$ cat src/core/dram_defines.svh
// timing and geometry constants for the dram host controller
`ifndef DRAM_DEFINES_SVH
`define DRAM_DEFINES_SVH

`define DRAM_CLK_PS        8000
`define DRAM_INIT_US       200
`define DRAM_INIT_RAS      8
`define DRAM_RC_NS         190
`define DRAM_RP_NS         80
`define DRAM_RAS_NS        100
`define DRAM_RAH_NS        10
`define DRAM_RCD_MIN_NS    20
`define DRAM_RCD_MAX_NS    50
`define DRAM_RAC_NS        100
`define DRAM_OFF_NS        30
`define DRAM_RRH_NS        10
`define DRAM_RFSH_US       4000
`define DRAM_ROWS          256
`define DRAM_SYNC_STAGES   2

// least times round up, longest times round down
`define DRAM_CEIL(ns)  (((ns) * 1000 + `DRAM_CLK_PS - 1) / `DRAM_CLK_PS)
`define DRAM_FLOOR(ns) (((ns) * 1000) / `DRAM_CLK_PS)

`define DRAM_INIT_CYC  (`DRAM_INIT_US * 1000 * 1000 / `DRAM_CLK_PS)
`define DRAM_RAH_CYC   `DRAM_CEIL(`DRAM_RAH_NS)
`define DRAM_RCD_CYC   `DRAM_CEIL(`DRAM_RCD_MIN_NS)
`define DRAM_RCDX_CYC  `DRAM_FLOOR(`DRAM_RCD_MAX_NS)
`define DRAM_RAC_CYC   `DRAM_CEIL(`DRAM_RAC_NS)
`define DRAM_RP_CYC    `DRAM_CEIL(`DRAM_RP_NS)
`define DRAM_RC_CYC    `DRAM_CEIL(`DRAM_RC_NS)
`define DRAM_OFF_CYC   `DRAM_CEIL(`DRAM_OFF_NS)
// period in ns over clock in ns; a ps product would overflow 32 bits
`define DRAM_REF_CYC   ((`DRAM_RFSH_US * 1000 / (`DRAM_CLK_PS / 1000)) \
                        / `DRAM_ROWS)

`endif

$ cat src/core/dram_pkg.sv
// types shared by the dram host controller
package dram_pkg;

    typedef enum logic [2:0] {
        ST_IDLE   = 3'b000,
        ST_SETUP  = 3'b001,
        ST_ACTIVE = 3'b011,
        ST_PRE    = 3'b010,
        ST_INIT   = 3'b110
    } state_e;

    typedef enum logic [1:0] {
        OP_READ    = 2'h0,
        OP_WRITE   = 2'h1,
        OP_REFRESH = 2'h2
    } op_e;

    typedef struct packed {
        state_e      st;
        op_e         op;
        logic [14:0] cnt;
        logic [10:0] ref_cnt;
        logic        ref_pend;
        logic [7:0]  ref_row;
        logic [3:0]  init_left;
        logic        init_done;
        logic [15:0] addr;
        logic [3:0]  wdata;
        logic        ras_n;
        logic        cas_n;
        logic        we_n;
        logic        oe_n;
        logic [7:0]  maddr;
        logic [3:0]  dq_out;
        logic        dq_oe_n;
        logic [3:0]  dq_s1;
        logic [3:0]  dq_s2;
        logic [3:0]  rdata;
        logic        rsp_valid;
        logic        req_ready;
    } ctrl_s;

endpackage

$ cat src/core/dram_ctrl.sv
// host-side controller driving a 64k x 4 multiplexed-address dram
`timescale 1ns/10ps
`include "dram_defines.svh"

module dram_ctrl
    import dram_pkg::*;
#(
    parameter int INIT_CYCLES = `DRAM_INIT_CYC
) (
    input  wire logic        mclk,
    input  wire logic        rst,
    input  wire logic        req_valid,
    input  wire logic        req_write,
    input  wire logic [15:0] req_addr,
    input  wire logic [3:0]  req_wdata,
    output logic             req_ready,
    output logic             rsp_valid,
    output logic [3:0]       rsp_rdata,
    output logic             init_done,
    output logic             ras_n,
    output logic             cas_n,
    output logic             we_n,
    output logic             oe_n,
    output logic [7:0]       mux_address,
    input  wire logic [3:0]  data_io_in,
    output logic [3:0]       data_io_out,
    output logic             data_io_oe_n
);

    // cycle counts at the controller clock
    localparam logic [14:0] RAH_C  = 15'(`DRAM_RAH_CYC);
    localparam logic [14:0] RCD_C  = 15'(`DRAM_RCD_CYC);
    localparam int          RASL_I = `DRAM_RAC_CYC + `DRAM_SYNC_STAGES + 1;
    localparam int          RAS_I  = `DRAM_CEIL(`DRAM_RAS_NS);
    // ras low long enough for both pulse width and synced access
    localparam logic [14:0] RASL_C = 15'((RASL_I > RAS_I) ? RASL_I : RAS_I);
    // precharge stretched so the whole cycle covers the random cycle
    localparam int          PRE_I  = (`DRAM_RC_CYC - RASL_I > `DRAM_RP_CYC)
                                     ? `DRAM_RC_CYC - RASL_I : `DRAM_RP_CYC;
    localparam logic [14:0] PRE_C  = 15'(PRE_I);
    localparam logic [14:0] INIT_C = 15'(INIT_CYCLES);
    localparam logic [10:0] REF_C  = 11'(`DRAM_REF_CYC);
    localparam logic [3:0]  NRAS_C = 4'(`DRAM_INIT_RAS);

    ctrl_s q;
    ctrl_s d;

    // next-state logic for the whole controller
    always_comb begin
        d = q;
        d.rsp_valid = 1'b0;
        // pin input passes two flops before use
        d.dq_s1 = data_io_in;
        d.dq_s2 = q.dq_s1;

        // refresh timer runs from reset; pending flag set wins over clear
        if (q.ref_cnt == REF_C - 11'h001) begin
            d.ref_cnt = 11'h000;
            d.ref_pend = 1'b1;
        end else begin
            d.ref_cnt = q.ref_cnt + 11'h001;
        end

        unique case (q.st)
            ST_INIT: begin
                // power-up pause before any strobe moves
                if (q.cnt == INIT_C - 15'h0001) begin
                    d.cnt = 15'h0000;
                    d.op = OP_REFRESH;
                    d.init_left = NRAS_C;
                    d.maddr = q.ref_row;
                    d.st = ST_SETUP;
                end else begin
                    d.cnt = q.cnt + 15'h0001;
                end
            end
            ST_IDLE: begin
                d.cnt = 15'h0000;
                // refresh has priority over user accesses
                if (q.ref_pend) begin
                    d.ref_pend = (d.ref_cnt == 11'h000);
                    d.op = OP_REFRESH;
                    d.maddr = q.ref_row;
                    d.st = ST_SETUP;
                end else if (req_valid && q.req_ready) begin
                    d.op = req_write ? OP_WRITE : OP_READ;
                    d.addr = req_addr;
                    d.wdata = req_wdata;
                    d.maddr = req_addr[15:8];
                    d.st = ST_SETUP;
                end
            end
            ST_SETUP: begin
                // row address has stood a cycle; now the row strobe falls
                d.ras_n = 1'b0;
                d.st = ST_ACTIVE;
            end
            ST_ACTIVE: begin
                d.cnt = q.cnt + 15'h0001;
                // column address after row hold time
                if (q.cnt == RAH_C - 15'h0001 && q.op != OP_REFRESH) begin
                    d.maddr = q.addr[7:0];
                    if (q.op == OP_WRITE) begin
                        // early write: we low and data before column strobe
                        d.we_n = 1'b0;
                        d.dq_out = q.wdata;
                        d.dq_oe_n = 1'b0;
                    end else begin
                        d.oe_n = 1'b0;
                    end
                end
                // column strobe inside the multiplex window
                if (q.cnt == RCD_C - 15'h0001 && q.op != OP_REFRESH) begin
                    d.cas_n = 1'b0;
                end
                if (q.cnt == RASL_C - 15'h0001) begin
                    // synced sample taken from a pin settled since access
                    if (q.op == OP_READ) begin
                        d.rdata = q.dq_s2;
                        d.rsp_valid = 1'b1;
                    end
                    // both strobes rise together, we high already on reads
                    d.ras_n = 1'b1;
                    d.cas_n = 1'b1;
                    d.oe_n = 1'b1;
                    d.cnt = 15'h0000;
                    d.st = ST_PRE;
                    if (q.op == OP_REFRESH) begin
                        d.ref_row = q.ref_row + 8'h01;
                    end
                end
            end
            ST_PRE: begin
                d.cnt = q.cnt + 15'h0001;
                // data held past strobe rise, then released
                d.we_n = 1'b1;
                d.dq_oe_n = 1'b1;
                // read level held through precharge covers both holds
                if (q.cnt == PRE_C - 15'h0001) begin
                    d.cnt = 15'h0000;
                    if (q.init_left > 4'h1) begin
                        d.init_left = q.init_left - 4'h1;
                        d.maddr = d.ref_row;
                        d.op = OP_REFRESH;
                        d.st = ST_SETUP;
                    end else begin
                        d.init_left = 4'h0;
                        d.init_done = 1'b1;
                        d.st = ST_IDLE;
                    end
                end
            end
            default: begin
                d.st = ST_IDLE;
            end
        endcase

        // precharge outlasts device turn-off, so no bus contention
        d.req_ready = (d.st == ST_IDLE) && d.init_done && !d.ref_pend
                      && (PRE_C >= 15'(`DRAM_OFF_CYC));
    end

    // single state register
    always_ff @(posedge mclk) begin
        if (rst) begin
            q <= '{st: ST_INIT, op: OP_READ, cnt: 15'h0000,
                   ref_cnt: 11'h000, ref_pend: 1'b0, ref_row: 8'h00,
                   init_left: 4'h0, init_done: 1'b0, addr: 16'h0000,
                   wdata: 4'h0, ras_n: 1'b1, cas_n: 1'b1, we_n: 1'b1,
                   oe_n: 1'b1, maddr: 8'h00, dq_out: 4'h0,
                   dq_oe_n: 1'b1, dq_s1: 4'h0, dq_s2: 4'h0,
                   rdata: 4'h0, rsp_valid: 1'b0, req_ready: 1'b0};
        end else begin
            q <= d;
        end
    end

    // outputs straight from the state register
    assign req_ready    = q.req_ready;
    assign rsp_valid    = q.rsp_valid;
    assign rsp_rdata    = q.rdata;
    assign init_done    = q.init_done;
    assign ras_n        = q.ras_n;
    assign cas_n        = q.cas_n;
    assign we_n         = q.we_n;
    assign oe_n         = q.oe_n;
    assign mux_address  = q.maddr;
    assign data_io_out  = q.dq_out;
    assign data_io_oe_n = q.dq_oe_n;

endmodule

$ cat config.mk
export PLATFORM = sky130hd
export DESIGN_NAME = dram_ctrl
export DESIGN_NICKNAME = d
export VERILOG_FILES = /design/src/core/dram_pkg.sv /design/src/core/dram_ctrl.sv
export VERILOG_INCLUDE_DIRS = /design/src /design/src/core
export SDC_FILE = /design/constraint.sdc
export NUM_CORES = 1
export LEC_CHECK = 0
export ABC_AREA = 0
export BUFFER_PORTS_ARGS = -buffer_cell sky130_fd_sc_hd__buf_2
export CAP_MARGIN = 5
export CORE_UTILIZATION = 48
export CTS_CLUSTER_DIAMETER = 50
export DETAILED_ROUTE_END_ITERATION = 8
export PLACE_DENSITY = 0.68
export SYNTH_ARGS = -nofsm -noshare
export SYNTH_HDL_FRONTEND = slang
export SYNTH_SLANG_ARGS = --single-unit
$ cat constraint.sdc
create_clock -name mclk -period 3.3 [get_ports mclk]
set_input_delay 0.66 -clock mclk [delete_from_list [all_inputs] [get_ports mclk]]
set_output_delay 0.66 -clock mclk [all_outputs]
set_load 0.01 [all_outputs]
### After elaboration in Yosys (flattened, before gate mapping)

Cells that the tools add are included.

| cells by class | value |
|---|---|
| div/mod/pow operators | 0 |
| shift operators | 0 |
| order comparisons | 1 |
| muxes and demuxes | 40 |
| multipliers | 0 |
| bitwise gates (word level) | 3 |
| eq/ne operators | 21 |
| $add $sub $neg | 4 |
| reduce and logical (&&, ||, !) cells | 29 |

Operators by type and width:

| operator | number |
|---|---|
| case mux 15 bit (4 select lines) | 1 |
| 2-to-1 mux 15 bit | 3 |
| 2-to-1 mux 8 bit | 5 |
| case mux 8 bit (4 select lines) | 1 |
| == test 15 x 4 -> 1 bit, second input constant | 2 |
| 2-to-1 mux 5 bit | 5 |
| AND reduction 3 bit | 7 |
| 2-to-1 mux 20 bit | 1 |
| adder 15 x 1 -> 15 bit, second input constant | 1 |
| == test 15 x 1 -> 1 bit, second input constant | 1 |
| == test 15 bit, second input constant | 1 |
| == test 15 x 2 -> 1 bit, second input constant | 1 |
| case mux 3 bit (5 select lines) | 1 |
| != test 2 bit, second input constant | 7 |
| 2-to-1 mux 1 bit | 12 |
| adder 11 x 1 -> 11 bit, second input constant | 1 |
| == test 11 bit, second input constant | 1 |
| logical NOT 11 bit | 1 |
| 2-to-1 mux 11 bit | 1 |
| nonzero test 2 bit | 5 |
| adder 8 x 1 -> 8 bit, second input constant | 1 |
| 2-to-1 mux 4 bit | 2 |
| case mux 4 bit (2 select lines) | 1 |
| == test 3 x 2 -> 1 bit, second input constant | 2 |
| 23 further kinds | 34 |

| word-level totals | value |
|---|---|
| output and inout port bits | 24 |
| ROM bits | 0 |
| word-level logic and storage cells | 120 |
| bits in latches | 0 |
| memories | 0 |
| register bits after elaboration | 88 |
| memory bits (writable) | 0 |

### Longest topological paths before layout

| depth | value |
|---|---|
| depth in word-level cells | 7 |
| mapped depth | 8 |
| depth with buffers taken out | 7 |

### Least setup slack after synthesis

OpenSTA, ideal clock, no wires.

| path | value |
|---|---|
| path type | register to register |
| start | reg q[76] (netlist name) |
| end | reg q[80] (netlist name) |
| stages on the path, launching flop included | 8 |
| setup time | 0.117 ns |
| path slack | 0.924 ns |
| arrival | 2.258 ns |
| cell sequence | dfxtp_1 > ha_1 > or4bb_1 > nor4_1 > o22ai_1 > o31ai_2 > buf_2 > nor2_1 |

| on the way | value |
|---|---|
| longest elaborated chain between the ends | 3 |
| elaborated cells between the ends (all ways) | 8 |
| classes of those cells | 1 x add/sub; 3 x eq/ne; 4 x mux |

Ends and longest elaborated chain:

| what | RTL line | RTL |
|---|---|---|
| start, declared | dram_ctrl.sv:45 | `ctrl_s q;` |
| start signal, assigned | dram_ctrl.sv:166 | `q <= '{st: ST_INIT, op: OP_READ, cnt: 15'h0000,` |
| adder 15 x 1 -> 15 bit, or another cell as far along | dram_ctrl.sv:74, dram_ctrl.sv:99, dram_ctrl.sv:134 |  |
| 2-to-1 mux 20 bit, or another cell as far along | dram_ctrl.sv:139 | `if (q.cnt == PRE_C - 15'h0001) begin` |
| case mux 15 bit (4 select lines) * | dram_ctrl.sv:64 | `unique case (q.st)` |

Every way passes the cells marked *; elsewhere a longest branch is shown, timed or not. The select of a mux whose other input is x is not followed.
A chain may end at the register's enable or synchronous reset.

### Worst setup path after layout

| path | value |
|---|---|
| start | reg q[80] (netlist name) |
| end | reg q (netlist bit data_io_out[0]) |

| on the way | value |
|---|---|
| longest elaborated chain between the ends | 3 |

Ends and longest elaborated chain:

| what | RTL line | RTL |
|---|---|---|
| == test 15 x 1 -> 1 bit | dram_ctrl.sv:101 | `if (q.cnt == RAH_C - 15'h0001 && q.op != OP_REFRESH) begin` |
| logical AND 1 bit | dram_ctrl.sv:101 |  |
| AND reduction 3 bit (no line) | - |  |

Every way passes these cells.

==> results.yml <==
hold_path:
  worst_hold_startpoint: "d[9]"
  worstHoldPathType: "register to register"
  min_delay_endpoint: "q[9]"
  hold_depth: 1
synthesis:
  netlist.area_leader.share_pct: 40.1
  ys_ff_latch: 87
  leading_cell_types_by_count_after_synthesis: "dfxtp_1, nand2_1, nor2_1"
  yosys.cell_count.top_type: "dfxtp_1"
  ys_seq_area_share_pct: 40.1
  number_of_synthesis_warnings: 0
  syn_area_mm2: 0.00434
  post_synth.cell_area_avg_um2: 8.29
  yosys.cell_types.count: 59
  synth_area_leader: "dfxtp_1"
  syn_inst: 524
  synth_edf_count: 0
  syn_nets: 560
  postSynth.asyncResetShare_pct: 0
  ys.flop_type: "dfxtp_1"
  synth_top_cells_by_area: "dfxtp_1, nand2_1, nor2_1"
power:
  power_switching_mw: 0.541
  sw_frac_of_total_pct: 27.6
  combinational_share_of_power_pct: 7.4
  powerDensity_mw_per_mm2: 412
  sequentialPowerShare_pct: 55.3
  power.clock.fraction_pct: 37.3
  report.power.total_mw: 1.96
  ir_drop_mv: 0.194
  p_leak_nw: 1.90
  p_int_mw: 1.42
global_route:
  grt_use_total_pct: 20.0
  grt_first_pass_wirelength_mm: 15.7
  vias_in_the_first_global_route: 3456
  antenna_violations_before_repair: 0
  gr-total-overflow: 0
  grt_start_max_net_pins: 51
critical_path:
  start_kind: "register"
  worst_reg2reg_path_endpoint: "data_io_out[0]"
  setup_crit_start: "q[80]"
  worst_ep_arrival_time_ns: 3.03
  required_ns: 3.54
  worst_path_class_setup: "register to register"
  reg2reg_slack_ns: 0.51
  timing.reg2reg.worst_path_depth: 5
  r2r-start: "q[80]"
  timing.critical_path.to_type: "register"
  path_max_fanout: 17
clocking:
  cts_sinks: 87
  hold_bufs_inserted_after_cts: 0
  clkSlewWorstSetupHoldPaths_ns: 0.10
  cts_tree: "yes"
  cts_repair_resize_count: 0
  htree_levels: 3
  inserted_clock_buffers: 9
  clock-root-buffer: "clkbuf_8"
  post-cts-setup-buffers: 0
  clk-insertion-delay-late_ns: 0.37
  cts.path.max_buffers: 2
drt:
  routed-via-count: 3613
  post-route-drc-count: 0
  drt_pre_antenna_iters: 4
  wire_per_inst_um: 14.2
  vias_per_cell: 5.45
  first_iter_violations: 170
  antenna_left: 0
  wirelength_mm: 9.41
sta:
  max-slew-margin-rel_pct: 44.0
  rsz0062_at_grt: "false"
  timing_hold_violations_final: 0
  worst_pin_slew_ns: 0.834
  timing.final.crit_period_ns: 2.79
  timing.final.setup_violations: 0
  period_share_pct: 84.4
  finalMaxSlewViolations: 0
  clock.fmax_ghz: 0.359
  timing.clock.skew_ns: 0.0105
  setup_total_neg_slack_ns: 0
cells_and_area:
  antenna-diode-count: 0
  fill_cells: 858
  flow.area_growth_from_synthesis_pct: 9.54
  share_of_final_layout_standard_cells_stronger_than_drive_strength_1_pct: 16.8
  num-nets-final: 586
  layout.core_utilization_pct: 54.5
die:
  rows: 34
  overall_die_area_mm2: 0.00943
  ios: 52
  die_width_um: 97.1
  die_h_um: 97.1
  design.core.area_mm2: 0.00872
  floorplan.initialDensity_pct: 49.8
place:
  dp_hpwl_mm: 6.73
  routabilityCongestion: 0.908
  port_buffers: 51
job:
  cap_violations: 0
outcome:
  run_status: "finished clean"
==> power by group through the flow <==
stage	Combinational, mW	Sequential, mW	Clock, mW
final	0.145	1.08	0.731
after CTS	0.146	1.08	0.752
after detailed placement	0.145	1.11	0
after global placement	0.141	1.11	0
after floorplan	0.102	1.10	0
after global routing	0.161	1.09	0.799
==> stage by stage <==
step                      instance area, um2  cells  worst slack (ns)  hold WS [ns]
after global routing                    4760    663             0.358         0.463
after global placement                  4560    647             0.575         0.417
final                                   4760    663             0.515         0.447
after detailed placement                4560    647             0.532         0.427
after floorplan                         4340    524             0.924         0.414
after CTS                               4760    663             0.517         0.450
==> worst max-delay path by stage <==
stage,to,slack [ns],cells past startpoint
floorplan,q[80],0.92,7
finish,data_io_out[0],0.51,5
global placement,data_io_out[1],0.58,5
detailed placement,data_io_out[1],0.53,5
global route,mux_address[7],0.36,5
CTS,mux_address[0],0.52,5
==> critical path: stages (launching register included) <==
cell	delay, ns
dfxtp_1	0.36
or4_4	0.57
or4_1	0.86
nor4b_4	0.58
mux2i_1	0.24
nor2_1	0.06
==> cell families after synthesis <==
| group | count (synthesis) | synth area share [%] |
|---|---|---|
| fa+ha+maj | 8 | 2.31 |
| simple gates | 243 | 28.5 |
| xor+xnor | 29 | 5.85 |
| buf+inv | 61 | 7.15 |
| compound gates | 77 | 11.7 |
| mux | 19 | 4.41 |
| flops | 87 | 40.1 |
==> sequential cells by signal (all words and copies together), names as in the netlist <==
name	flops
we_n	1
cas_n	1
q	60
rsp_rdata	4
mux_address	8
init_done	1
oe_n	1
req_ready	1
ras_n	1
rsp_valid	1
data_io_out	4
d	4
==> layout make-up <==
type / count / area (um2) / share of cell area (%)
well taps: 108 / 135 / 2.84
flip-flops and latches: 87 / 1740 / 36.6
clock buffers: 9 / 124 / 2.60
multi-input cells: 376 / 2300 / 48.3
inverters: 15 / 56.3 / 1.18
repair buffers: 61 / 330 / 6.95
clock inverters: 7 / 72.6 / 1.53
==> layout by cell type (no fill, tap or decap), types with 2 or more instances in the layout <==
master and instances:
or4_1 4, o41ai_1 2, nand2_1 78, or2_2 2
nand3_1 23, and2_1 4, nor4_1 11, xnor2_1 14
dfxtp_1 87, nor2_1 52, o311ai_0 2, mux2i_1 18
nand2b_1 3, buf_4 10, nor4_2 3, inv_8 2
inv_6 2, or4b_2 2, nand3b_1 4, clkbuf_8 9
xor2_1 15, and4_1 3, ha_1 8, and3_1 9
nand4b_1 2, a31oi_1 4, nor2b_1 12, a21o_1 6
buf_2 51, a21oi_1 20, nand4_1 8, inv_1 14
o22ai_1 2, a311oi_1 3, nor3_1 14, o211a_1 2
o21ai_0 25
==> metal layers <==
layer | wire [um] | GRT usage [%] | up-vias
met5 | 0 | 0 | -
met4 | 93 | 7.58 | 0
met3 | 460 | 3.38 | 8
met2 | 4400 | 33.5 | 80
met1 | 4450 | 25.7 | 1672
li1 | - | - | 1853
(Power assumes the default switching activity.)
